File: config.mk
export PLATFORM = sky130hd
export DESIGN_NAME = power_up_sequencer
export DESIGN_NICKNAME = d
export VERILOG_FILES = /design/src/logic/pwrseq_pkg.sv /design/src/logic/power_up_sequencer.sv
export SDC_FILE = /design/constraint.sdc
export NUM_CORES = 1
export LEC_CHECK = 0
export BUFFER_PORTS_ARGS = -buffer_cell sky130_fd_sc_hd__buf_2
export CORE_MARGIN = 1
export CORE_UTILIZATION = 45
export CTS_CLUSTER_DIAMETER = 200
export DETAILED_ROUTE_END_ITERATION = 10
export PLACE_DENSITY = 0.79
export SLEW_MARGIN = 20
export SYNTH_ARGS = -nofsm -noshare
export SYNTH_HDL_FRONTEND = slang
export SYNTH_SLANG_ARGS = --single-unit
File: constraint.sdc
create_clock -name i_core_clk -period 10.8 [get_ports i_core_clk]
set_input_delay 0 -clock i_core_clk [delete_from_list [all_inputs] [get_ports i_core_clk]]
set_output_delay 0 -clock i_core_clk [all_outputs]
set_load 0.02 [all_outputs]
File: src/logic/pwrseq_pkg.sv
// pwrseq_pkg: shared constants, register map and types of the power-up sequencer.
// assumes a single 40 MHz core clock and a synchronous reset released at supply rise.
package pwrseq_pkg;

    // ****************************************
    // clock and timing
    // ****************************************
    localparam int CLK_MHZ           = 40;      // core clock rate, MHz
    localparam int FUSE_LOAD_US      = 600;     // longest fuse load time
    localparam int SELF_TEST_US      = 400;     // self-test window, startup and wake
    localparam int DEBOUNCE_US       = 1000;    // pin debounce in edge mode
    localparam int SPACING_0_US      = 30;
    localparam int SPACING_1_US      = 120;
    localparam int SPACING_2_US      = 250;
    localparam int SPACING_3_US      = 500;
    localparam int FIRST_SLOT_MAX_US = 1500;    // supply rise to first slot
    localparam int WAKE_MAX_US       = 800;     // pin high to first slot from deep off
    localparam int BUDGET_US         = 5000;    // whole power-up, level mode only

    localparam logic [15:0] FUSE_LOAD_CYC = 16'(FUSE_LOAD_US * CLK_MHZ);
    localparam logic [15:0] SELF_TEST_CYC = 16'(SELF_TEST_US * CLK_MHZ);
    localparam logic [15:0] DEBOUNCE_CYC  = 16'(DEBOUNCE_US * CLK_MHZ);
    localparam logic [15:0] SPACING_0_CYC = 16'(SPACING_0_US * CLK_MHZ);
    localparam logic [15:0] SPACING_1_CYC = 16'(SPACING_1_US * CLK_MHZ);
    localparam logic [15:0] SPACING_2_CYC = 16'(SPACING_2_US * CLK_MHZ);
    localparam logic [15:0] SPACING_3_CYC = 16'(SPACING_3_US * CLK_MHZ);

    // ****************************************
    // register map (byte addresses)
    // ****************************************
    localparam logic [11:0] CTRL_OFS   = 12'h000;
    localparam logic [11:0] STATUS_OFS = 12'h004;
    localparam logic [11:0] SLOTS0_OFS = 12'h008;
    localparam logic [11:0] SLOTS1_OFS = 12'h00c;

    // control fields
    localparam int CTRL_LPM_DIS_BIT = 0;
    localparam int CTRL_OVLO_EN_BIT = 1;
    localparam int CTRL_SW_OFF_BIT  = 2;
    localparam int CTRL_SPACING_LSB = 4;
    // status fields
    localparam int STAT_STATE_LSB   = 0;
    localparam int STAT_FUSE_DONE   = 4;
    localparam int STAT_SLAVE_BIT   = 5;
    localparam int STAT_STEST_ERR   = 6;
    localparam int STAT_FUSE_ERR    = 7;
    localparam int STAT_TRIM_ERR    = 8;
    localparam int STAT_SLOT_LSB    = 16;

    localparam int NUM_OUT   = 6;  // 4 regulators, power-good gpo, host reset
    localparam int POWER_GOOD_PIN_IDX = 4;
    localparam int RESET_IDX = 5;

    localparam logic       LPM_DIS_RST = 1'b0;
    localparam logic [7:0] SLOT_OFF    = 8'h00;

    // ****************************************
    // types
    // ****************************************
    typedef enum logic [2:0] {
        ST_FUSE  = 3'b000,
        ST_STEST = 3'b001,
        ST_OFF   = 3'b010,
        ST_WAKE  = 3'b011,
        ST_SEQ   = 3'b100,
        ST_RUN   = 3'b101
    } seq_state_t;

    typedef struct packed {
        logic [NUM_OUT-1:0][7:0] slot_code;
        logic [1:0]              slot_spacing;
        logic                    pin_sense_select;
        logic                    ovlo_shutdown;
        logic                    ovlo_enable;
        logic                    power_good_pin_gpo;
    } fuse_cfg_t;

    typedef struct packed {
        logic        supply_ok;
        logic        thermal_shutdown;
        logic        overvoltage;
        logic        trim_error;
        logic        fuse_error;
        logic        self_test_fail;
        logic        rails_good;
    } monitor_t;

    typedef struct packed {
        logic        psel;
        logic        penable;
        logic        pwrite;
        logic [11:0] paddr;
        logic [31:0] pwdata;
    } apb_req_t;

endpackage
File: src/logic/power_up_sequencer.sv
// power_up_sequencer: start-up, power-up request qualification and slot sequencing.
// assumes fused values are static pins, monitor levels are asynchronous, and
// i_rstn is held low while the supply is below the undervoltage threshold.
//
// Our own choices: the APB slave port and the address map.
`timescale 1ns/1ps
`default_nettype none

module power_up_sequencer
    import pwrseq_pkg::*;
#(
    parameter logic [15:0] FUSE_CYC  = pwrseq_pkg::FUSE_LOAD_CYC,
    parameter logic [15:0] STEST_CYC = pwrseq_pkg::SELF_TEST_CYC,
    parameter logic [15:0] DBNC_CYC  = pwrseq_pkg::DEBOUNCE_CYC,
    parameter logic [15:0] SP0_CYC   = pwrseq_pkg::SPACING_0_CYC,
    parameter logic [15:0] SP1_CYC   = pwrseq_pkg::SPACING_1_CYC,
    parameter logic [15:0] SP2_CYC   = pwrseq_pkg::SPACING_2_CYC,
    parameter logic [15:0] SP3_CYC   = pwrseq_pkg::SPACING_3_CYC
) (
    input  wire logic                  i_core_clk,        // 40 MHz core clock
    input  wire logic                  i_rstn,            // sync reset, low below threshold
    input  wire pwrseq_pkg::apb_req_t  i_apb,             // apb request
    output logic [31:0]                o_prdata,          // apb read data
    output logic                       o_pready,          // apb ready
    output logic                       o_pslverr,         // apb error, unmapped address
    input  wire pwrseq_pkg::fuse_cfg_t i_fuse,            // fuse array outputs
    input  wire pwrseq_pkg::monitor_t  i_mon,             // asynchronous monitor levels
    input  wire logic                  i_power_on_pin,    // power-on pin, asynchronous
    output logic [3:0]                 o_reg_en,          // three bucks, one linear
    output logic                       o_power_good_pin,  // power-good / gpo pin
    output logic                       o_host_reset_n,    // host reset, low = held
    output logic                       o_fuse_load_done   // fuse mirror valid
);

    // ****************************************
    // input synchronisers
    // ****************************************
    monitor_t   mon_meta_r;
    monitor_t   mon_r;
    logic       pin_meta_r;
    logic       pin_r;
    logic       pin_d_r;

    always_ff @(posedge i_core_clk) begin
        if (!i_rstn) begin
            mon_meta_r <= '0;
            mon_r      <= '0;
            pin_meta_r <= 1'b0;
            pin_r      <= 1'b0;
            pin_d_r    <= 1'b0;
        end else begin
            mon_meta_r <= i_mon;
            mon_r      <= mon_meta_r;
            pin_meta_r <= i_power_on_pin;
            pin_r      <= pin_meta_r;
            pin_d_r    <= pin_r;
        end
    end

    // ****************************************
    // state and storage
    // ****************************************
    seq_state_t              state_r;
    seq_state_t              state_nxt;
    logic [15:0]             timer_r;
    fuse_cfg_t               mirror_r;
    logic                    fuse_done_r;
    logic                    stest_err_r;
    logic [NUM_OUT-1:0][7:0] code_r;
    logic [1:0]              spacing_r;
    logic                    lpm_dis_r;
    logic                    ovlo_en_r;
    logic                    slave_r;
    logic [7:0]              slot_r;
    logic [15:0]             tick_r;
    logic [NUM_OUT-1:0]      en_r;
    logic [15:0]             dbnc_r;
    logic                    dbnc_run_r;
    logic                    edge_req_r;

    // ****************************************
    // apb decode
    // ****************************************
    logic       acc;
    logic       wr;
    logic       in_off;
    logic       in_run;
    logic       sw_off;
    logic [7:0] max_code;
    logic [15:0] spacing_cyc;
    logic       tick_end;
    logic       last_slot;
    logic       request;
    logic       valid;

    assign acc    = i_apb.psel && i_apb.penable;
    // writes land on the edge where the slave shows ready
    assign wr     = acc && o_pready && i_apb.pwrite;
    assign in_off = (state_r == ST_OFF);
    assign in_run = (state_r == ST_RUN);
    assign sw_off = wr && in_run && (i_apb.paddr == CTRL_OFS)
                    && i_apb.pwdata[CTRL_SW_OFF_BIT];

    // ****************************************
    // request qualification
    // ****************************************
    // edge mode: a falling edge arms the debounce, any high level aborts it
    always_ff @(posedge i_core_clk) begin
        if (!i_rstn) begin
            dbnc_run_r <= 1'b0;
            dbnc_r     <= '0;
            edge_req_r <= 1'b0;
        end else begin
            if (pin_r) begin
                dbnc_run_r <= 1'b0;
                dbnc_r     <= '0;
            end else if (pin_d_r) begin
                dbnc_run_r <= 1'b1;
                dbnc_r     <= '0;
            end else if (dbnc_run_r) begin
                dbnc_r <= dbnc_r + 16'h0001;
            end
            if (dbnc_run_r && !pin_r && (dbnc_r == DBNC_CYC - 16'h0001)) begin
                edge_req_r <= 1'b1;
                dbnc_run_r <= 1'b0;
            end else if (state_r == ST_SEQ || in_run) begin
                edge_req_r <= 1'b0;
            end
        end
    end

    assign request = mirror_r.pin_sense_select ? edge_req_r : pin_r;
    assign valid   = in_off && request
                     && mon_r.supply_ok
                     && !mon_r.thermal_shutdown
                     && !(mon_r.overvoltage && ovlo_en_r
                          && mirror_r.ovlo_shutdown)
                     && !mon_r.trim_error
                     && !mon_r.fuse_error
                     && !stest_err_r;

    // ****************************************
    // sequencer timing
    // ****************************************
    always_comb begin
        unique case (spacing_r)
            2'b00: spacing_cyc = SP0_CYC;
            2'b01: spacing_cyc = SP1_CYC;
            2'b10: spacing_cyc = SP2_CYC;
            2'b11: spacing_cyc = SP3_CYC;
        endcase
    end

    always_comb begin
        max_code = SLOT_OFF;
        for (int i = 0; i < NUM_OUT; i++) begin
            if (code_r[i] > max_code) begin
                max_code = code_r[i];
            end
        end
    end

    assign tick_end  = (tick_r == spacing_cyc - 16'h0001);
    // the highest slot is enabled in the same cycle that run is entered
    assign last_slot = ({1'b0, slot_r} + 9'h001) >= {1'b0, max_code};

    // ****************************************
    // main state machine
    // ****************************************
    always_comb begin
        state_nxt = state_r;
        unique case (state_r)
            ST_FUSE: begin
                if (timer_r == FUSE_CYC - 16'h0001) begin
                    state_nxt = ST_STEST;
                end
            end
            ST_STEST: begin
                if (timer_r == STEST_CYC - 16'h0001) begin
                    state_nxt = ST_OFF;
                end
            end
            ST_OFF: begin
                if (valid) begin
                    // deep off must bring circuits back and retest
                    state_nxt = lpm_dis_r ? ST_SEQ : ST_WAKE;
                end
            end
            ST_WAKE: begin
                if (timer_r == STEST_CYC - 16'h0001) begin
                    // a failed retest drops back to off, where the error flag blocks requests
                    state_nxt = mon_r.self_test_fail ? ST_OFF : ST_SEQ;
                end
            end
            ST_SEQ: begin
                if (last_slot) begin
                    state_nxt = ST_RUN;
                end
            end
            ST_RUN: begin
                if (sw_off) begin
                    state_nxt = ST_OFF;
                end
            end
            default: state_nxt = ST_FUSE;
        endcase
    end

    always_ff @(posedge i_core_clk) begin
        if (!i_rstn) begin
            state_r <= ST_FUSE;
            timer_r <= '0;
        end else begin
            state_r <= state_nxt;
            timer_r <= (state_nxt != state_r) ? 16'h0000 : timer_r + 16'h0001;
        end
    end

    // ****************************************
    // fuse mirror and self-test result
    // ****************************************
    always_ff @(posedge i_core_clk) begin
        if (!i_rstn) begin
            mirror_r    <= '0;
            fuse_done_r <= 1'b0;
            stest_err_r <= 1'b0;
        end else begin
            if (state_r == ST_FUSE && state_nxt == ST_STEST) begin
                mirror_r    <= i_fuse;
                fuse_done_r <= 1'b1;
            end
            if ((state_r == ST_STEST || state_r == ST_WAKE) && state_nxt != state_r) begin
                stest_err_r <= mon_r.self_test_fail;
            end
        end
    end

    // ****************************************
    // software-visible configuration
    // ****************************************
    // slot codes and spacing fall back to the mirror on a software off; the ovlo enable keeps its written value
    always_ff @(posedge i_core_clk) begin
        if (!i_rstn) begin
            code_r    <= '0;
            spacing_r <= '0;
            ovlo_en_r <= 1'b0;
        end else if (state_r == ST_FUSE && state_nxt == ST_STEST) begin
            code_r    <= i_fuse.slot_code;
            spacing_r <= i_fuse.slot_spacing;
            ovlo_en_r <= i_fuse.ovlo_enable;
        end else if (sw_off) begin
            code_r    <= mirror_r.slot_code;
            spacing_r <= mirror_r.slot_spacing;
        end else if (wr && in_run) begin
            if (i_apb.paddr == CTRL_OFS) begin
                spacing_r <= i_apb.pwdata[CTRL_SPACING_LSB +: 2];
                ovlo_en_r <= i_apb.pwdata[CTRL_OVLO_EN_BIT];
            end
            if (i_apb.paddr == SLOTS0_OFS) begin
                code_r[3:0] <= i_apb.pwdata;
            end
            if (i_apb.paddr == SLOTS1_OFS) begin
                code_r[RESET_IDX:POWER_GOOD_PIN_IDX] <= i_apb.pwdata[15:0];
            end
        end
    end

    always_ff @(posedge i_core_clk) begin
        if (!i_rstn) begin
            lpm_dis_r <= LPM_DIS_RST;
        end else if (wr && in_run && i_apb.paddr == CTRL_OFS) begin
            lpm_dis_r <= i_apb.pwdata[CTRL_LPM_DIS_BIT];
        end
    end

    // ****************************************
    // slot sequencer
    // ****************************************
    always_ff @(posedge i_core_clk) begin
        if (!i_rstn) begin
            slot_r  <= '0;
            tick_r  <= '0;
            en_r    <= '0;
            slave_r <= 1'b0;
        end else if (sw_off) begin
            en_r    <= '0;
            slave_r <= 1'b0;
        end else if (state_r == ST_SEQ) begin
            for (int i = 0; i < NUM_OUT; i++) begin
                // a zero code never matches since slot+1 is at least one
                if ({1'b0, code_r[i]} == {1'b0, slot_r} + 9'h001) begin
                    en_r[i] <= 1'b1;
                end
            end
            if (last_slot) begin
                slave_r         <= (max_code == SLOT_OFF);
                en_r[RESET_IDX] <= 1'b1;
            end
            if (tick_end) begin
                tick_r <= '0;
                slot_r <= slot_r + 8'h01;
            end else begin
                tick_r <= tick_r + 16'h0001;
            end
        end else begin
            slot_r <= '0;
            tick_r <= '0;
        end
    end

    // ****************************************
    // pins
    // ****************************************
    always_ff @(posedge i_core_clk) begin
        if (!i_rstn) begin
            o_reg_en         <= '0;
            o_power_good_pin <= 1'b0;
            o_host_reset_n   <= 1'b0;
            o_fuse_load_done <= 1'b0;
        end else begin
            o_reg_en         <= en_r[3:0];
            o_power_good_pin <= mirror_r.power_good_pin_gpo ? en_r[POWER_GOOD_PIN_IDX]
                                : (in_run && mon_r.rails_good);
            o_host_reset_n   <= en_r[RESET_IDX];
            o_fuse_load_done <= fuse_done_r;
        end
    end

    // ****************************************
    // apb slave: one wait state, data registered with ready
    // ****************************************
    logic        mapped;
    logic [31:0] rd_word;

    assign mapped = (i_apb.paddr == CTRL_OFS) || (i_apb.paddr == STATUS_OFS)
                    || (i_apb.paddr == SLOTS0_OFS) || (i_apb.paddr == SLOTS1_OFS);

    always_comb begin
        rd_word = '0;
        unique case (i_apb.paddr)
            CTRL_OFS: begin
                rd_word[CTRL_LPM_DIS_BIT]       = lpm_dis_r;
                rd_word[CTRL_OVLO_EN_BIT]       = ovlo_en_r;
                rd_word[CTRL_SPACING_LSB +: 2]  = spacing_r;
            end
            STATUS_OFS: begin
                rd_word[STAT_STATE_LSB +: 3]    = state_r;
                rd_word[STAT_FUSE_DONE]         = fuse_done_r;
                rd_word[STAT_SLAVE_BIT]         = slave_r;
                rd_word[STAT_STEST_ERR]         = stest_err_r;
                rd_word[STAT_FUSE_ERR]          = mon_r.fuse_error;
                rd_word[STAT_TRIM_ERR]          = mon_r.trim_error;
                rd_word[STAT_SLOT_LSB +: 8]     = slot_r;
            end
            SLOTS0_OFS: rd_word = code_r[3:0];
            SLOTS1_OFS: rd_word[15:0] = code_r[RESET_IDX:POWER_GOOD_PIN_IDX];
            default:    rd_word = '0;
        endcase
    end

    always_ff @(posedge i_core_clk) begin
        if (!i_rstn) begin
            o_pready  <= 1'b0;
            o_prdata  <= '0;
            o_pslverr <= 1'b0;
        end else if (acc && !o_pready) begin
            o_pready  <= 1'b1;
            o_prdata  <= i_apb.pwrite ? 32'h0000_0000 : rd_word;
            o_pslverr <= !mapped;
        end else begin
            o_pready  <= 1'b0;
            o_pslverr <= 1'b0;
        end
    end

endmodule // power_up_sequencer

`default_nettype wire

==> Yosys cells after proc, flatten, opt, wreduce, memory -nomap -nowiden <==
Index checks and enable logic that the tools add are counted.
{ "totals": {"reg_bits": 233, "input_bits": 111, "output_inout_bits": 41} }
{ "classes": {"n_addsub": 6, "magnitude_cmp": 7, "n_eq_ne": 25, "muxes": 49, "n_bitwise": 2, "n_reduce_logical": 63} }
{ "ops": {"columns": ["operator", "n"], "rows": [
  ["$mux W48", 3],
  ["$mux W8", 9],
  ["$mux W32", 2],
  ["$pmux W16 S4", 1],
  ["$eq A8 B9 Y1", 6],
  ["$add A16 B1 Y16 const B", 3],
  ["$mux W16", 3],
  ["$gt A8 B8 Y1", 5],
  ["$eq A12 B4 Y1 const B", 2],
  ["$mux W3", 8],
  ["$reduce_and A2 Y1", 12],
  ["$logic_and A1 B1 Y1", 21],
  ["$pmux W3 S6", 1],
  ["$eq A16 B14 Y1 const B", 1],
  ["$eq A16 B15 Y1 const B", 1],
  ["$eq A16 B16 Y1", 1],
  ["$eq A16 B16 Y1 const B", 1],
  ["$pmux W2 S4", 2],
  ["$pmux W8 S2", 1],
  ["$sub A16 B1 Y16 const B", 1],
  ["$pmux W7 S2", 1],
  ["$eq A12 B3 Y1 const B", 1],
  ["$logic_not A12 Y1", 1],
  ["$reduce_bool A3 Y1", 4],
  ["other kinds (27)", 61]
]} }

==> Longest topological paths before layout <==
{ "depth": {"depth_word": 19, "mapped_depth": 66, "mapped_depth_nobuf": 61} }

==> Worst setup path after synthesis <==
OpenSTA, ideal clock, no wires.
{ "synth_path": {"kind": "register to register", "start": "reg code_r[1] (netlist name)", "end": "reg timer_r[10]", "setup_time_ns": 0.128, "arrival_time_ns": 10.796, "path_slack_ns": -0.124, "path_stages_with_launch": 61, "n_path_buf": 6, "period_less_slack_ns": 10.924, "path_cell_list": "dfxtp_1 > inv_1 > ha_1 > nor2b_1 > o211a_1 > o21a_1 > o21ai_2 > mux2i_1 > ha_1 > and3_4 > a221o_1 > a22oi_2 > buf_6 > clkbuf_1 > nand2_1 > o21ai_0 > ha_1 > a21o_1 > [... 25 more ...] > o21bai_1 > inv_1 > a211o_1 > buf_2 > o21a_1 > ha_1 > a21o_1 > a21o_1 > a21o_1 > a21o_1 > a21o_1 > a21o_1 > a211oi_1 > o21ai_0 > xnor2_1 > nand3_1 > clkbuf_1 > nor2_1"} }
{ "synth_between": {"elab_chain_len": 17} }
{ "synth_rtl": {"columns": ["element", "line_no", "text"], "rows": [
  ["from (decl)", "power_up_sequencer.sv:69", "logic [NUM_OUT-1:0][7:0] code_r;"],
  ["from (signal assigned)", "power_up_sequencer.sv:248", "code_r <= i_fuse.slot_code;"],
  ["from (signal assigned)", "power_up_sequencer.sv:252", "code_r <= mirror_r.slot_code;"],
  ["from (signal, indexed assignment)", "power_up_sequencer.sv:263", "code_r[RESET_IDX:POWER_GOOD_PIN_IDX] <= i_apb.pwdata[15:0];"],
  ["$gt A8 B1 Y1", "power_up_sequencer.sv:157", "if (code_r[i] > max_code) begin"],
  ["$mux W8 *", "power_up_sequencer.sv:157", null],
  ["$gt A8 B8 Y1", "power_up_sequencer.sv:157", null],
  ["$mux W8 *", "power_up_sequencer.sv:157", null],
  ["$gt A8 B8 Y1", "power_up_sequencer.sv:157", null],
  ["$mux W8 *", "power_up_sequencer.sv:157", null],
  ["$gt A8 B8 Y1", "power_up_sequencer.sv:157", null],
  ["$mux W8 *", "power_up_sequencer.sv:157", null],
  ["$gt A8 B8 Y1", "power_up_sequencer.sv:157", null],
  ["$mux W8 *", "power_up_sequencer.sv:157", null],
  ["$gt A8 B8 Y1", "power_up_sequencer.sv:157", null],
  ["$mux W8 *", "power_up_sequencer.sv:157", null],
  ["$ge A9 B8 Y1 *", "power_up_sequencer.sv:165", "assign last_slot = ({1'b0, slot_r} + 9'h001) >= {1'b0, max_code};"],
  ["$mux W3 *", "power_up_sequencer.sv:196", "if (last_slot) begin"],
  ["$pmux W3 S6 *", "power_up_sequencer.sv:172", "unique case (state_r)"],
  ["$ne A3 B3 Y1 *", "power_up_sequencer.sv:215", "timer_r <= (state_nxt != state_r) ? 16'h0000 : timer_r + 16'h0001;"],
  ["$reduce_or A2 Y1 (no source line) *", null, null],
  ["to (signal assigned)", "power_up_sequencer.sv:215", null],
  ["to (decl)", "power_up_sequencer.sv:65", "logic [15:0] timer_r;"]
]} }
Every way passes the cells marked *; elsewhere a longest branch is shown, timed or not.
A chain may end at the register's enable or synchronous reset.

==> Final worst setup path <==
{ "layout_path": {"start": "reg code_r[1] (netlist name)", "end": "reg timer_r[1]"} }
The elaborated chain is that of the path after synthesis.

==> key figures <==
Finish
  • Commonest non-fill, non-tap cell in the layout: dfxtp_1
  • Finished Cell Area: 15600 um2
  • # diodes: 0
  • Most frequent cells in the layout: dfxtp_1, nand2_1, nor2_1
  • Fin nets: 1903
  • FILL cells: 2206
  • Layout area overhead: 30.2%
  • Layout cell share with drive strength beyond 1: 0.194

Synthesis
  • EDFF count, synth: 0
  • XOR/XNOR share of the synthesized area: 0.0732
  • Yosys warnings: 0
  • Ys async rst share: 0
  • Flops & latches, synth: 233
  • Post-Synth Simple-Gate Area: 0.242
  • Syn_area_per_cell: 7.98 um2
  • Mux contribution to synthesized area: 0.0310
  • Largest family of logic cells by synthesized area: simple AND/OR/NAND/NOR gates
  • Top_reg_cell synth: dfxtp_1
  • Adder-cell share of the synthesized area: 0.0502
  • Syn_nets: 1658
  • Count of cell types in the netlist: 72
  • Compound-gate portion of the synthesized area: 0.171
  • Synthesized netlist cell count: 1499
  • Sequential-to-total area share from yosys stat: 0.390
  • Mapped cell area: 12000 um2

Global route
  • Number of global-route vias before repair: 11100
  • Total GRT Usage: 0.272
  • Grt ovf: 0
  • Largest net degree at the start of global routing: 89
  • First-pass GRT wire length: 58.7 mm
  • Initial antenna violation count: 0

Setup path
  • Kind of critical path: register to register
  • Worst Path Buf+Inv: 9
  • Reg-to-reg startpoint: code_r[1]
  • Slowest CP cell: a22oi_2
  • CP max FO: 8
  • Crit path DAT: 11.08 ns
  • Top Family by Delay on Critical Path: compound AO/OA/AOI/OAI gates
  • CP Launch Type: register
  • Crit end category: register
  • Crit path launch: code_r[1]
  • CP peak stage delay: 0.35 ns
  • CP dominant cell by count: a21o_1
  • Worst EP required: 11.30 ns

Routing
  • Vias per Instance: 5.70
  • Final wirelength: 38.2 mm
  • DRC: 0
  • Total vias in the final route: 12000
  • Drt pass-1 iters: 8
  • DRT iter0 DRCs: 1106
  • Antenna Nets Post-Route: 0
  • Post-DR wirelength/cell: 18.2 um

Power
  • Worst IR Drop VDD: 0.112 mV
  • Clock power frac: 0.502
  • Switching pwr: 0.434 mW
  • Reg power frac: 0.453
  • Net Sw Frac: 0.227
  • Internal power: 1.48 mW
  • Pleak: 6.30 nW
  • PD cells: 123 nW/um2
  • Comb power frac: 0.046

Timing
  • Worst-Margin Slew: 1.07 ns
  • Final Slew Violations: 0
  • Worst Skew: 0.0254 ns
  • Max-slew headroom: 0.287
  • Hold_ws: 0.0102 ns
  • Tmin final: 10.58 ns
  • RSZ-0062 raised after global routing: yes
  • F_max: 0.0945 GHz
  • Setup-failing EPs final: 0
  • Final period util: 0.980
  • Final hold vios: 0

Floorplanning
  • DIE HEIGHT: 165 um
  • Die width: 165 um
  • Die ar.: 27200 um2
  • Core area: 26100 um2
  • # IOs: 152
  • Starting Density: 0.459
  • Row Count: 59

Placement
  • Placed cell area: 13100 um2
  • IO Port Bufs: 151
  • HPWL after DPL: 25.1 mm
  • Final Wtd Congestion: 0.950

Clock network
  • Clock Latency Late Sink: 0.56 ns
  • CTS Buffer Depth: 3
  • Num CTS Buffers: 26
  • Clk slew on worst S/H paths: 0.06 ns
  • Total clock sinks: 233
  • CTS tree: built
  • CTS root buffer: clkbuf_16
  • CTS H-tree lvls: 1

Hold path
  • Hold Crit Start: i_rstn
  • Worst Hold Class: primary input to register

Run
  • Total of max-cap violations: 0

Run status
  • Status: finished clean
state kept, by name, summed over array words and instances (netlist names), 4 cells and up:
signal and cells:
code_r 48, dbnc_r 16, en_r 6, mirror_r 53, mon_meta_r 7, mon_r 7, o_prdata 32, o_reg_en 4
slot_r 8, tick_r 16, timer_r 16
cell families after synthesis:
| kind of cell | count (synthesis) |
|---|---|
| compound gates | 318 |
| xor+xnor | 100 |
| fa+ha+maj | 48 |
| buf+inv | 134 |
| flops | 233 |
| mux | 30 |
| simple gates | 636 |
cell type report:
type                            count  area, um2  share of cell area
Sequential cell                   233       4670               0.300
Timing Repair Buffer              302       2180               0.140
Clock inverter                     17        234              0.0150
Clock buffer                       31        709              0.0455
Multi-Input combinational cell   1133       7180               0.461
Tap cell                          335        419              0.0269
Inverter                           48        183              0.0117
Yosys cell counts, drive strengths merged, types with 4 or more instances:
cell type	number	area (um2)
o21a	9	67.6
clkbuf	80	300
a222oi	16	160
a21o	13	97.6
mux2	4	52.6
nor2	212	796
nor2b	9	56.3
a21oi	139	696
a211oi	31	233
inv	48	180
or3	6	37.5
nor4	8	50.1
nand4	15	93.8
nand3	29	145
a41oi	7	61.3
o211ai	7	66.3
o22ai	6	43.8
nand2	214	803
mux4	4	90.1
buf	6	40.0
xor2	54	473
a22oi	15	118
a31oi	23	144
and4	7	61.3
nand2b	14	87.6
o21ai	29	149
ha	48	601
and2	39	244
dfxtp	233	4660
nor3	44	225
xnor2	46	403
nor3b	4	30.0
and3	23	149
mux2i	22	228
routing by layer:
layer / global-route usage / share of wire / up-vias / routed length, um
li1: - / - / 5696 / -
met4: 0.0847 / 0.029 / 0 / 1100
met3: 0.0392 / 0.086 / 87 / 3270
met1: 0.376 / 0.43 / 5642 / 16500
met5: 0 / 0 / - / 0
met2: 0.437 / 0.45 / 546 / 17300
metrics by stage:
step                utilization  worst slack, ns  TNS [ns]  power [mW]  instances
finish                    0.598            0.217         0        1.91       2099
global route              0.598           -0.399     -5.88        1.97       2099
CTS                       0.575           0.0189         0        1.92       2072
detailed placement        0.504           -0.230     -3.33       0.943       1936
global placement          0.504         -0.00241   -0.0240       0.943       1936
floorplan                     -           0.0497         0       0.912       1499
power by group through the flow:
| stage | combinational, mW | clock [mW] | sequential, mW |
|---|---|---|---|
| floorplan | 0.0269 | 0 | 0.885 |
| global placement | 0.0579 | 0 | 0.885 |
| detailed placement | 0.0578 | 0 | 0.885 |
| CTS | 0.0811 | 0.973 | 0.866 |
| global route | 0.0947 | 1.01 | 0.866 |
| finish | 0.0873 | 0.959 | 0.866 |
worst min-delay path, stage by stage:
cell	delay [ns]
buf_2	0.30
o21ai_0	0.16
a31oi_1	0.05
path summary, 6_finish.rpt:
path / endpoint / slack (ns) / depth (start not counted)
max: timer_r[1] / 0.22 / 55
min: code_r[2] / 0.01 / 3
max reg2reg: timer_r[1] / 0.22 / 55
min reg2reg: pin_r / 0.43 / 1
timing repair:
action	in CTS	in global routing
setup buffers	0	22
gates resized for setup	4	87
pin swaps	0	60
setup endpoints to repair	17	19
cloned	0	5
hold buffers	88	0
endpoints found under the hold margin	114	0
Note: power is estimated with default switching activity, not from simulation.
